`src/hw/scp_pkg.sv`:
```
// shared constants, types and helpers for the serial command port
package scp_pkg;
  // command byte layout and codes
  localparam int             CMD_LEN_BITS  = 8;
  localparam int             CMD_NWE_POS   = 7;
  localparam int             CMD_RW_HI     = 5;
  localparam int             CMD_RW_LO     = 4;
  localparam int             CMD_ADDR_HI   = 2;
  localparam logic [7:0]     CMD_WR_MODE   = 8'h02;
  localparam logic [7:0]     CMD_CONT_RD   = 8'h21;
  localparam logic [7:0]     CMD_EXIT_CONT = 8'h30;
  localparam logic [1:0]     RW_WRITE      = 2'h0;
  localparam logic [1:0]     RW_READ       = 2'h1;
  localparam logic [1:0]     RW_CONT       = 2'h2;
  localparam logic [15:0]    MODE_CONT_CONV = 16'h2180;
  // device register addresses and lengths
  localparam logic [2:0]     REG_STATUS    = 3'h0;
  localparam logic [2:0]     REG_DATA      = 3'h1;
  localparam logic [2:0]     REG_MODE      = 3'h2;
  localparam logic [2:0]     REG_DAC       = 3'h4;
  localparam logic [4:0]     LEN_BYTE      = 5'h08;
  localparam logic [4:0]     LEN_HALF      = 5'h10;
  localparam logic [4:0]     LEN_WORD      = 5'h18;
  localparam int             WORD_W        = 24;
  localparam int             READY_POS     = 7;
  // host command port map (word index) and fields
  localparam logic [2:0]     HA_TX         = 3'h0;
  localparam logic [2:0]     HA_CTRL       = 3'h1;
  localparam logic [2:0]     HA_STAT       = 3'h2;
  localparam logic [2:0]     HA_RX         = 3'h3;
  localparam logic [2:0]     HA_CFG        = 3'h4;
  localparam int             CTRL_BYTES_HI = 1;
  localparam int             CTRL_READ_POS = 2;
  localparam int             CFG_POL_POS   = 0;
  localparam int             STAT_BUSY_POS = 0;
  localparam int             STAT_RDY_POS  = 1;
  // serial clock made by the host
  localparam int             CLK_PERIOD_NS  = 25;
  localparam int             SCLK_PERIOD_NS = 400;
  localparam int             SCLK_HALF_CYC  = (SCLK_PERIOD_NS / 2) / CLK_PERIOD_NS;

  typedef enum logic [1:0] {PH_CMD, PH_WRITE, PH_READ, PH_CONT} dev_phase_t;
  typedef enum logic [2:0] {H_IDLE, H_SETUP, H_LEAD, H_TRAIL, H_HOLD} host_state_t;

  // bit length of a device register
  function automatic logic [4:0] reg_len(input logic [2:0] a);
    case (a)
      REG_STATUS, REG_DAC: reg_len = LEN_BYTE;
      REG_MODE:            reg_len = LEN_HALF;
      default:             reg_len = LEN_WORD;
    endcase
  endfunction

  // move an n-bit value to the top of a word for msb-first shifting
  function automatic logic [23:0] align_top(input logic [23:0] v, input logic [4:0] n);
    align_top = v << (LEN_WORD - n);
  endfunction
endpackage

```
`src/hw/scp_if.sv`:
```
// serial link between converter port and its host
`timescale 1ns/1ps
interface scp_if;
  logic sclk;
  logic cs_n;
  logic din;
  logic dout;
  logic dout_oe;
  logic rdy_n;
  logic clock_polarity_select;

  modport dev (
    input  sclk, cs_n, din, clock_polarity_select,
    output dout, dout_oe, rdy_n
  );
  modport host (
    output sclk, cs_n, din, clock_polarity_select,
    input  dout, rdy_n
  );
endinterface

```
`src/hw/scp_device.sv`:
```
// converter serial command port, device end
// Functional notes
// command 02 hex selects mode register write
// mode value 2180 hex starts continuous conversion
// command 21 hex enters continuous data read
// host holds data input low in continuous read
// ready goes low on new result
// host reads whole 24-bit result after ready
// command 30 hex leaves continuous read
// registers are 8, 16 or 24 bits
// after any write, expect a command
// trailing all-ones command byte is ignored
// register write follows command without gap
// no output data during writes
// input still sampled during continuous read
// polarity select matches host clock idle level
// most significant bit first both ways
// status register ready bit mirrors ready (code drives the bit as the inverse of rdy_n, 1 while ready is low)
// works with chip select held low
// shared data wire forbids continuous read
// free-running clock needs chip select framing
// dsp host clock at most 3 MHz
// output shifts on falling edge if polarity high
// ready high after data read, before update
// input captured on rising edge if polarity high
// chip select release restarts word
`timescale 1ns/1ps
module scp_device (
  // clock and reset
  input  wire logic        ref_clk,
  input  wire logic        rst,
  // serial link
  scp_if.dev               link,
  // converter side
  input  wire logic [23:0] result_data,
  input  wire logic        result_valid,
  output logic      [15:0] mode_word,
  output logic             conv_run
);
  // synchronisers and edge finding
  logic [2:0]  sclk_q;
  logic [1:0]  cs_q;
  logic [1:0]  din_q;
  logic [1:0]  pol_q;
  logic        sclk_rise;
  logic        sclk_fall;
  logic        cap_edge;
  logic        launch_edge;
  logic        active;
  // serial engine
  scp_pkg::dev_phase_t phase_r;
  logic [2:0]  addr_r;
  logic [4:0]  len_r;
  logic [4:0]  cnt_r;
  logic [23:0] sh_in_r;
  logic [23:0] sh_out_r;
  logic        dout_r;
  logic        oe_r;
  // registers and ready
  logic [23:0] regs_r [0:7];
  logic [23:0] data_r;
  logic [23:0] hold_r;
  logic        upd_r;
  logic        rdy_n_r;
  logic [15:0] mode_r;
  logic        run_r;
  // decode helpers
  logic [23:0] in_word;
  logic        last_bit;
  logic        cmd_done;
  logic        wr_done;
  logic        data_rd_done;
  logic [2:0]  cmd_addr;
  logic [1:0]  cmd_rw;
  logic [23:0] rd_val;

  // two flops on every pin, third flop only for sclk edges
  always_ff @(posedge ref_clk or posedge rst) begin
    if (rst) begin
      sclk_q <= 3'h0;
      cs_q   <= 2'h3;
      din_q  <= 2'h0;
      pol_q  <= 2'h0;
    end else begin
      sclk_q <= {sclk_q[1:0], link.sclk};
      cs_q   <= {cs_q[0], link.cs_n};
      din_q  <= {din_q[0], link.din};
      pol_q  <= {pol_q[0], link.clock_polarity_select};
    end
  end

  assign sclk_rise   = sclk_q[1] & ~sclk_q[2];
  assign sclk_fall   = ~sclk_q[1] & sclk_q[2];
  assign cap_edge    = pol_q[1] ? sclk_rise : sclk_fall;
  assign launch_edge = pol_q[1] ? sclk_fall : sclk_rise;
  assign active      = ~cs_q[1];

  // incoming word, msb first, and word boundaries
  assign in_word  = {sh_in_r[22:0], din_q[1]};
  assign cmd_addr = in_word[scp_pkg::CMD_ADDR_HI:0];
  assign cmd_rw   = in_word[scp_pkg::CMD_RW_HI:scp_pkg::CMD_RW_LO];
  assign last_bit = (cnt_r == len_r - 5'h01);
  assign cmd_done = active && cap_edge && phase_r == scp_pkg::PH_CMD
                    && cnt_r == 5'(scp_pkg::CMD_LEN_BITS - 1)
                    && !in_word[scp_pkg::CMD_NWE_POS];
  assign wr_done  = active && cap_edge && phase_r == scp_pkg::PH_WRITE && last_bit;
  assign data_rd_done = active && cap_edge && last_bit
                    && (phase_r == scp_pkg::PH_CONT
                        || (phase_r == scp_pkg::PH_READ && addr_r == scp_pkg::REG_DATA));

  // value parallel-loaded into the output shifter
  always_comb begin
    rd_val = regs_r[cmd_addr];
    if (phase_r == scp_pkg::PH_CONT || cmd_addr == scp_pkg::REG_DATA) begin
      rd_val = data_r;
    end else if (cmd_addr == scp_pkg::REG_STATUS) begin
      rd_val = 24'h000000;
      rd_val[scp_pkg::READY_POS] = ~rdy_n_r;
    end
  end

  // command sequencing and bit counting
  always_ff @(posedge ref_clk or posedge rst) begin
    if (rst) begin
      phase_r <= scp_pkg::PH_CMD;
      addr_r  <= scp_pkg::REG_STATUS;
      len_r   <= scp_pkg::LEN_BYTE;
      cnt_r   <= 5'h00;
      sh_in_r <= 24'h000000;
    end else if (!active) begin
      cnt_r <= 5'h00;
    end else if (cap_edge) begin
      sh_in_r <= in_word;
      cnt_r   <= cnt_r + 5'h01;
      case (phase_r)
        scp_pkg::PH_CMD: begin
          if (cnt_r == 5'(scp_pkg::CMD_LEN_BITS - 1)) begin
            cnt_r <= 5'h00;
            if (cmd_done) begin
              addr_r <= cmd_addr;
              len_r  <= scp_pkg::reg_len(cmd_addr);
              case (cmd_rw)
                scp_pkg::RW_WRITE: phase_r <= scp_pkg::PH_WRITE;
                scp_pkg::RW_READ:  phase_r <= scp_pkg::PH_READ;
                scp_pkg::RW_CONT: begin
                  if (cmd_addr == scp_pkg::REG_DATA) begin
                    phase_r <= scp_pkg::PH_CONT;
                  end
                end
                default: phase_r <= scp_pkg::PH_CMD;
              endcase
            end
          end
        end
        scp_pkg::PH_WRITE, scp_pkg::PH_READ: begin
          if (last_bit) begin
            cnt_r   <= 5'h00;
            phase_r <= scp_pkg::PH_CMD;
          end
        end
        scp_pkg::PH_CONT: begin
          // watch every byte for the exit command
          if (cnt_r[2:0] == 3'h7 && in_word[7:0] == scp_pkg::CMD_EXIT_CONT) begin
            cnt_r   <= 5'h00;
            phase_r <= scp_pkg::PH_CMD;
          end else if (last_bit) begin
            cnt_r <= 5'h00;
          end
        end
        default: phase_r <= scp_pkg::PH_CMD;
      endcase
    end
  end

  // register writes and mode decode
  always_ff @(posedge ref_clk or posedge rst) begin
    if (rst) begin
      for (int i = 0; i < 8; i++) begin
        regs_r[i] <= 24'h000000;
      end
      mode_r <= 16'h0000;
      run_r  <= 1'b0;
    end else if (wr_done) begin
      regs_r[addr_r] <= in_word;
      if (addr_r == scp_pkg::REG_MODE) begin
        mode_r <= in_word[15:0];
        run_r  <= (in_word[15:0] == scp_pkg::MODE_CONT_CONV);
      end
    end
  end

  // output shifter: drives only while reading
  always_ff @(posedge ref_clk or posedge rst) begin
    if (rst) begin
      sh_out_r <= 24'h000000;
      dout_r   <= 1'b0;
      oe_r     <= 1'b0;
    end else if (!active) begin
      oe_r <= 1'b0;
      // between framed words the next continuous read must see the newest result
      if (phase_r == scp_pkg::PH_CONT) begin
        sh_out_r <= data_r;
      end
    end else if (cmd_done && (cmd_rw == scp_pkg::RW_READ || cmd_rw == scp_pkg::RW_CONT)) begin
      sh_out_r <= scp_pkg::align_top(rd_val, scp_pkg::reg_len(cmd_addr));
    end else if (phase_r == scp_pkg::PH_CONT && cap_edge && last_bit) begin
      sh_out_r <= data_r;
    end else if (launch_edge) begin
      if (phase_r == scp_pkg::PH_READ || phase_r == scp_pkg::PH_CONT) begin
        dout_r   <= sh_out_r[23];
        sh_out_r <= {sh_out_r[22:0], 1'b0};
        oe_r     <= 1'b1;
      end else begin
        oe_r <= 1'b0;
      end
    end
  end

  // data register update and ready flag
  always_ff @(posedge ref_clk or posedge rst) begin
    if (rst) begin
      data_r  <= 24'h000000;
      hold_r  <= 24'h000000;
      upd_r   <= 1'b0;
      rdy_n_r <= 1'b1;
    end else if (result_valid) begin
      hold_r  <= result_data;
      upd_r   <= 1'b1;
      rdy_n_r <= 1'b1;
    end else if (upd_r) begin
      data_r  <= hold_r;
      upd_r   <= 1'b0;
      rdy_n_r <= 1'b0;
    end else if (data_rd_done) begin
      rdy_n_r <= 1'b1;
    end
  end

  assign link.dout    = dout_r;
  assign link.dout_oe = oe_r;
  assign link.rdy_n   = rdy_n_r;
  assign mode_word    = mode_r;
  assign conv_run     = run_r;
endmodule

```
`src/flat_wrapper.sv`:
```
// flat-port wrapper written by rule: the top's interface ports become plain ports
module scp_device_flat 
  (ref_clk, rst, result_data, result_valid, mode_word, conv_run, link_sclk, link_cs_n, link_din, link_clock_polarity_select, link_dout, link_dout_oe, link_rdy_n);
  scp_if link_i ();
  input  wire logic ref_clk;
  input  wire logic rst;
  input  wire logic [23:0] result_data;
  input  wire logic result_valid;
  output logic      [15:0] mode_word;
  output logic conv_run;
  input wire logic [$bits(link_i.sclk)-1:0] link_sclk;
  input wire logic [$bits(link_i.cs_n)-1:0] link_cs_n;
  input wire logic [$bits(link_i.din)-1:0] link_din;
  input wire logic [$bits(link_i.clock_polarity_select)-1:0] link_clock_polarity_select;
  output wire logic [$bits(link_i.dout)-1:0] link_dout;
  output wire logic [$bits(link_i.dout_oe)-1:0] link_dout_oe;
  output wire logic [$bits(link_i.rdy_n)-1:0] link_rdy_n;
  assign link_i.sclk = link_sclk;
  assign link_i.cs_n = link_cs_n;
  assign link_i.din = link_din;
  assign link_i.clock_polarity_select = link_clock_polarity_select;
  assign link_dout = link_i.dout;
  assign link_dout_oe = link_i.dout_oe;
  assign link_rdy_n = link_i.rdy_n;
  scp_device u_core (.ref_clk(ref_clk), .rst(rst), .link(link_i), .result_data(result_data), .result_valid(result_valid), .mode_word(mode_word), .conv_run(conv_run));
endmodule
```
`config.mk`:
```
export PLATFORM = sky130hd
export DESIGN_NAME = scp_device_flat
export DESIGN_NICKNAME = d
export VERILOG_FILES = /design/src/hw/scp_pkg.sv /design/src/hw/scp_if.sv /design/src/hw/scp_device.sv /design/src/flat_wrapper.sv
export SDC_FILE = /design/constraint.sdc
export NUM_CORES = 1
export LEC_CHECK = 0
export ABC_AREA = 1
export ABC_CLOCK_PERIOD_IN_PS = 10400
export CORE_AREA = 10 10 191 193
export CTS_BUF_LIST = sky130_fd_sc_hd__clkbuf_8
export CTS_CLUSTER_SIZE = 24
export DETAILED_ROUTE_END_ITERATION = 12
export DIE_AREA = 0 0 201 203
export DONT_BUFFER_PORTS = 1
export GPL_TIMING_DRIVEN = 0
export PLACE_DENSITY = 0.55
export SLEW_MARGIN = 20
export SYNTH_ARGS = -nofsm -noshare
export SYNTH_HDL_FRONTEND = slang
export SYNTH_SLANG_ARGS = --single-unit
```
`constraint.sdc`:
```
create_clock -name ref_clk -period 10.4 [get_ports ref_clk]
set_clock_uncertainty 0.05 [all_clocks]
set_input_delay 1.04 -clock ref_clk [delete_from_list [all_inputs] [get_ports ref_clk]]
set_output_delay 1.04 -clock ref_clk [all_outputs]
set_load 0.03 [all_outputs]
```
; After elaboration in Yosys (flattened, before gate mapping)
; Index checks and enable logic that the tools add are counted.
[word_totals]
reg_bits = 332
input_bits = 31
output_inout_bits = 20
elab_cells = 145
[classes]
n_addsub = 3
n_lt_le_gt_ge = 3
eq_ne = 23
shifts = 1
n_mux = 41
n_bitwise = 11
n_reduce_logical = 37
[ops]
columns = operator, count
row1 = $mux 24, 11
row2 = $bwmux 192, 1
row3 = $bmux 24 s3, 1
row4 = $demux 24 s3, 1
row5 = $mux 5, 7
row6 = $shl 24x5->24, 1
row7 = $eq 16x14->1 const B, 1
row8 = $pmux 5 s3, 1
row9 = $logic_and 1x1->1, 14
row10 = $pmux 2 s3, 2
row11 = $mux 1, 11
row12 = $mux 2, 5
row13 = $ne 2x1->1 const B, 5
row14 = $pmux 5 s2, 1
row15 = $reduce_and 5->1, 2
row16 = $eq 8x6->1 const B, 1
row17 = $ge 4x4->1 const B, 2
row18 = $not 3->4, 2
row19 = $reduce_bool 4->1, 2
row20 = $not 1->1, 7
row21 = $reduce_and 7->1, 1
row22 = $eq 2x2->1 const B, 3
row23 = $eq 3x1->1 const B, 2
row24 = $eq 3x2->1 const B, 2
row25 = 20 further kinds, 33

; Logic depth before layout (Yosys ltp)
[logic_depth]
ltp_word = 14
ltp_mapped = 15
depth_no_buf = 15

; Worst setup path after synthesis
; OpenSTA, ideal clock, no wires.
[synth_path]
path_type = register -> register
start = register u_core.cnt_r[0]
end = register u_core.sh_out_r[0]
setup_ps = 116
arrival_ps = 1805
t_required_ps = 10234
path_slack_ps = 8429
path_stages_with_launch = 14
n_path_buf = 3
synth_period_minus_slack_ps = 1971
cell_sequence = dfrtp_1 -> ha_1 -> nand2_1 -> nor3_1 -> nand2_1 -> nor2_4 -> nand2_1 -> buf_2 -> nand3_2 -> nand3_2 -> buf_6 -> buf_6 -> nand2_1 -> nand2_1
[synth_via]
elab_chain_cells = 6
elab_cells_between_ends = 12
cone_classes = eq/ne: 2 / mux: 3 / reduce/logical: 7
[synth_rtl]
columns = item, line_no
row1 = "start, declared", scp_device.sv:54  ; logic [4:0] cnt_r;
row2 = "start signal, assigned", scp_device.sv:134  ; cnt_r <= cnt_r + 5'h01;
row3 = $eq 5x3->1, scp_device.sv:104  ; && cnt_r == 5'(scp_pkg::CMD_LEN_BITS - 1)
row4 = $logic_and 1x1->1, scp_device.sv:104
row5 = $logic_and 1x1->1, scp_device.sv:105  ; && !in_word[scp_pkg::CMD_NWE_POS];
row6 = $logic_and 1x1->1, scp_device.sv:204  ; end else if (cmd_done && (cmd_rw == scp_pkg::RW_READ || cmd_rw == scp_pkg::RW_CONT)) begin
row7 = $reduce_bool 4->1 (no source line) or $mux 24 (tied branches), n/a
row8 = $reduce_and 3->1 (no source line) or $mux 24 (tied branches), n/a
row9 = "end signal, assigned", scp_device.sv:202  ; sh_out_r <= data_r;
row10 = "end signal, assigned", scp_device.sv:205  ; sh_out_r <= scp_pkg::align_top(rd_val, scp_pkg::reg_len(cmd_addr));
row11 = "end signal, assigned", scp_device.sv:207  ; sh_out_r <= data_r;
row12 = "end, declared", scp_device.sv:56  ; logic [23:0] sh_out_r;
; Several ways; a longest one is shown, not always the timed one.
; A chain may end at the register's enable or synchronous reset.

; Final worst setup path
[layout_path]
start = register u_core.din_q[1]
end = register u_core.sh_out_r[22]
[layout_via]
elab_chain_cells = 9
elab_cells_between_ends = 19
cone_classes = add/sub: 1 / eq/ne: 3 / shift: 1 / mux: 10 / bitwise: 1 / reduce/logical: 3
[layout_rtl]
columns = item, line_no
row1 = "start, declared", scp_device.sv:43  ; logic [1:0] din_q;
row2 = "start signal, assigned", scp_device.sv:87  ; din_q <= {din_q[0], link.din};
row3 = $eq 3x3->1 (tied with other cells), scp_pkg.sv:47  ; case (a)
row4 = $reduce_or 2->1 or $bmux 24 s3 (tied branches), "scp_pkg.sv:47, scp_device.sv:113"
row5 = $pmux 5 s2 or $mux 24 (tied branches), "scp_pkg.sv:47, scp_device.sv:113"
row6 = $mux 5 or $mux 24 (tied branches), "scp_device.sv:204, scp_device.sv:113"
row7 = $mux 5 or $mux 24 (tied branches), "scp_device.sv:198, scp_device.sv:116"
row8 = $sub 5x5->5 or $mux 24 (tied branches), "scp_pkg.sv:56, scp_device.sv:114"
row9 = $shl 24x5->24 *, scp_pkg.sv:56  ; align_top = v << (LEN_WORD - n);
row10 = $mux 24 *, scp_device.sv:204
row11 = $mux 24 *, scp_device.sv:198  ; end else if (!active) begin
; Every way passes the cells marked *; elsewhere a longest branch is shown, timed or not. The select of a mux whose other input is x is not followed.

==> reports/qor.yml <==
post_cts_buffers: 0
synth-warning-count: 0
drive_above_1_share_pct: 8.07
finalWirelength_um: 41300
io_pins: 51
grt_use_met1_pct: 29.3
syn-instance-count: 1685
r2r_start: "u_core.din_q[1]"
die_y_um: 203
switching_share_pct: 30.3
max-cap-violations: 0
final-hold-violation-count: 0
p_seq_share_pct: 43.8
power_switching_mw: 0.794
yosys.area.top_type: "dfrtp_1"
drc_errors: 0
synth_nets: 1727
p_leak_nw: 7.28
slew_headroom_pct: 46.7
synthTopCellsByArea: "dfrtp_1 51%, nand2_1 20%, o21ai_0 7.2%"
use_met2_pct: 29.9
root_buffer: "clkbuf_8"
fin_nets: 1779
fmax_ghz: 0.356
cts_resized: 0
track_usage_pct: 20.3
rows: 66
rsz0062_at_grt: "false"
hold_buffers: 0
regToRegSetupSlack_ns: 7.59
crit_fanout: 9
intPower_mw: 1.83
arrival_ns: 3.26
die-area_sq_um: 40800
initial_core_util_pct: 39.7
power_density_nw_per_um2: 180
antenna_found_initial: 0
crit_path_start_kind: "flop"
clock_latency_ns: 0.63
via_count: 11300
clock_path_buffers: 3
clockPowerShare_pct: 42.1
wl_per_cell_um: 18.6
first_pass_iters: 5
status: "complete, no violations"
cts_made_buffers: 48
worstSetupEndpointType: "flop"
syn_avg_cell_area_sq_um: 7.65
htree_levels: 2
antennaDiodeCount: 0
dp_cells: 2129
synthToLayoutAreaGrowth_pct: 13.1
fin_total_pwr_mw: 2.63
slew_violations: 0
final_cells: 2214
place_congestion: 0.938
grtUsageMet3_pct: 4.06
tns_ns: 0
grt.overflow.total: 0
ant_nets: 0
hold_class: "flop to flop"
min_period_ns: 2.81
synthDistinctLibCells: 36
hold_start: "u_core.pol_q[0]"
vias_per_cell: 5.12
clkTransAtPathRegs_ns: 0.06
grt_pass1_wl_um: 65300
cts_sinks: 267
portBuffers: 0
netlist_area_sq_um: 12900
die_w_um: 201
setup.worst_path.class: "flop to flop"
cp-startpoint: "u_core.din_q[1]"
pwr-share-comb_pct: 14.2
busiest_layer: "met2"
cp.required_ns: 10.85
min_delay_path_depth: 0
grt_max_degree: 93
hpwlAfterDp_um: 29800
synth_seq_cells: 267
cts_tree: "yes"
rr_endpoint: "u_core.sh_out_r[22]"
synth_top_area_share_pct: 51.1
final-setup-viol-count: 0
peakVddDrop_mv: 0.131
synth_seq_area_share_pct: 51.9
drtIter0Drc: 1097
whs_endpoint: "u_core.pol_q[1]"
r2r_cells: 12
period_share_pct: 27.0
max_slew.worst_pin.slew_ns: 0.800
grt_pass1_vias: 10900
core_sq_um: 32500
==> state kept, by name, indices dropped and copies added (netlist names), 2 cells and up <==
name              flops
u_core.regs_r       130
u_core.data_r        24
u_core.hold_r        24
u_core.sh_out_r      24
u_core.sh_in_r       23
u_core.mode_word     16
u_core.cnt_r          5
u_core.addr_r         3
u_core.sclk_q         3
u_core.cs_q           2
u_core.din_q          2
u_core.len_r          2
u_core.phase_r        2
u_core.pol_q          2
==> layer usage <==
metal | wire length (um) | vias up | share of wire, %
met5 | 0 | - | 0
met4 | 937 | 0 | 2.3
met3 | 2960 | 58 | 7.2
met2 | 17600 | 344 | 43
met1 | 19800 | 5506 | 48
li1 | - | 5419 | -
==> final cells by class <==
class | instances | area (sq um)
Clock buffer | 62 | 853
Tap cell | 442 | 553
Clock inverter | 23 | 216
Inverter | 158 | 601
Buffer | 93 | 420
Multi-Input combinational cell | 1167 | 5180
Fill cell | 3288 | 17900
Sequential cell | 267 | 6690
Timing Repair Buffer | 2 | 55.1
==> how the worst max path moves through the flow <==
stage / slack (ns) / end / cells past startpoint
after global routing: 7.52 / u_core.sh_out_r[22] / 12
after floorplan: 1.96 / u_core.addr_r[0] / 1
final: 7.59 / u_core.sh_out_r[22] / 12
after CTS: 7.64 / u_core.sh_out_r[22] / 12
after global placement: -1.35 / u_core.regs_r[34] / 1
after detailed placement: 7.65 / u_core.sh_out_r[22] / 12
==> synthesized netlist by cell type, drive strengths merged <==
cell type / n
buf: 42
nand4: 25
nor2: 92
dfstp: 4
nand2: 675
o31ai: 1
or2: 7
nor4: 2
clkbuf: 51
o221ai: 2
a21boi: 1
nand3: 84
xnor2: 2
ha: 11
dfrtp: 263
mux2: 1
nor3: 9
o21ai: 212
nand3b: 3
a21oi: 21
inv: 158
o211ai: 16
xor2: 3
==> critical path, stage by stage, from the launching register on <==
cell     delay (ns)
dfrtp_1        0.41
inv_2          0.14
nor2_2         0.41
nand2_1        0.28
nand2_1        0.33
inv_1          0.24
or2_0          0.25
nand2_1        0.18
nand2_1        0.08
nand3_1        0.13
nand2_1        0.07
nand2_1        0.06
nand2_1        0.05
==> cells in the final DEF (no fill, tap or decap), types with 5 or more instances in the layout <==
cell type / count
nand2_1: 672
dfrtp_1: 263
o21ai_0: 186
inv_1: 163
nor2_1: 86
nand3_1: 82
clkbuf_8: 62
clkbuf_1: 51
buf_2: 33
o21ai_1: 26
nand4_1: 24
a21oi_1: 20
o211ai_1: 16
ha_1: 11
clkinv_2: 9
nor3_1: 8
buf_1: 5
==> cells by family (layout without fill, tap and decap cells) <==
family	after synthesis	after routing	synth area share (%)
AO/OA/AOI/OAI	253	253	10.3
buffers and inverters	251	338	7.87
multiplexers	1	1	0.0874
AND/OR/NAND/NOR	897	897	28.5
adder cells (fa/ha/maj)	11	11	1.07
XOR/XNOR	5	5	0.340
flip-flops	267	267	51.9
==> power by group through the flow <==
stage | clock (mW) | combinational, mW | sequential, mW
global route | 1.18 | 0.417 | 1.15
finish | 1.10 | 0.371 | 1.15
floorplan | 0 | 0.246 | 1.14
global placement | 0 | 0.361 | 1.16
CTS | 1.13 | 0.368 | 1.15
detailed placement | 0 | 0.367 | 1.16
==> stage by stage <==
step,utilization (%),instance area [sq um],hold slack (ns),setup WS [ns]
2_1_floorplan,-,12900,0.281,1.96
3_3_place_gp,41.4,13400,0.284,-1.35
3_5_place_dp,41.6,13500,0.285,7.65
4_1_cts,44.9,14600,0.298,7.64
5_1_grt,44.9,14600,0.301,7.52
6_report,44.9,14600,0.298,7.59
Power figures use the tool's default switching activity.
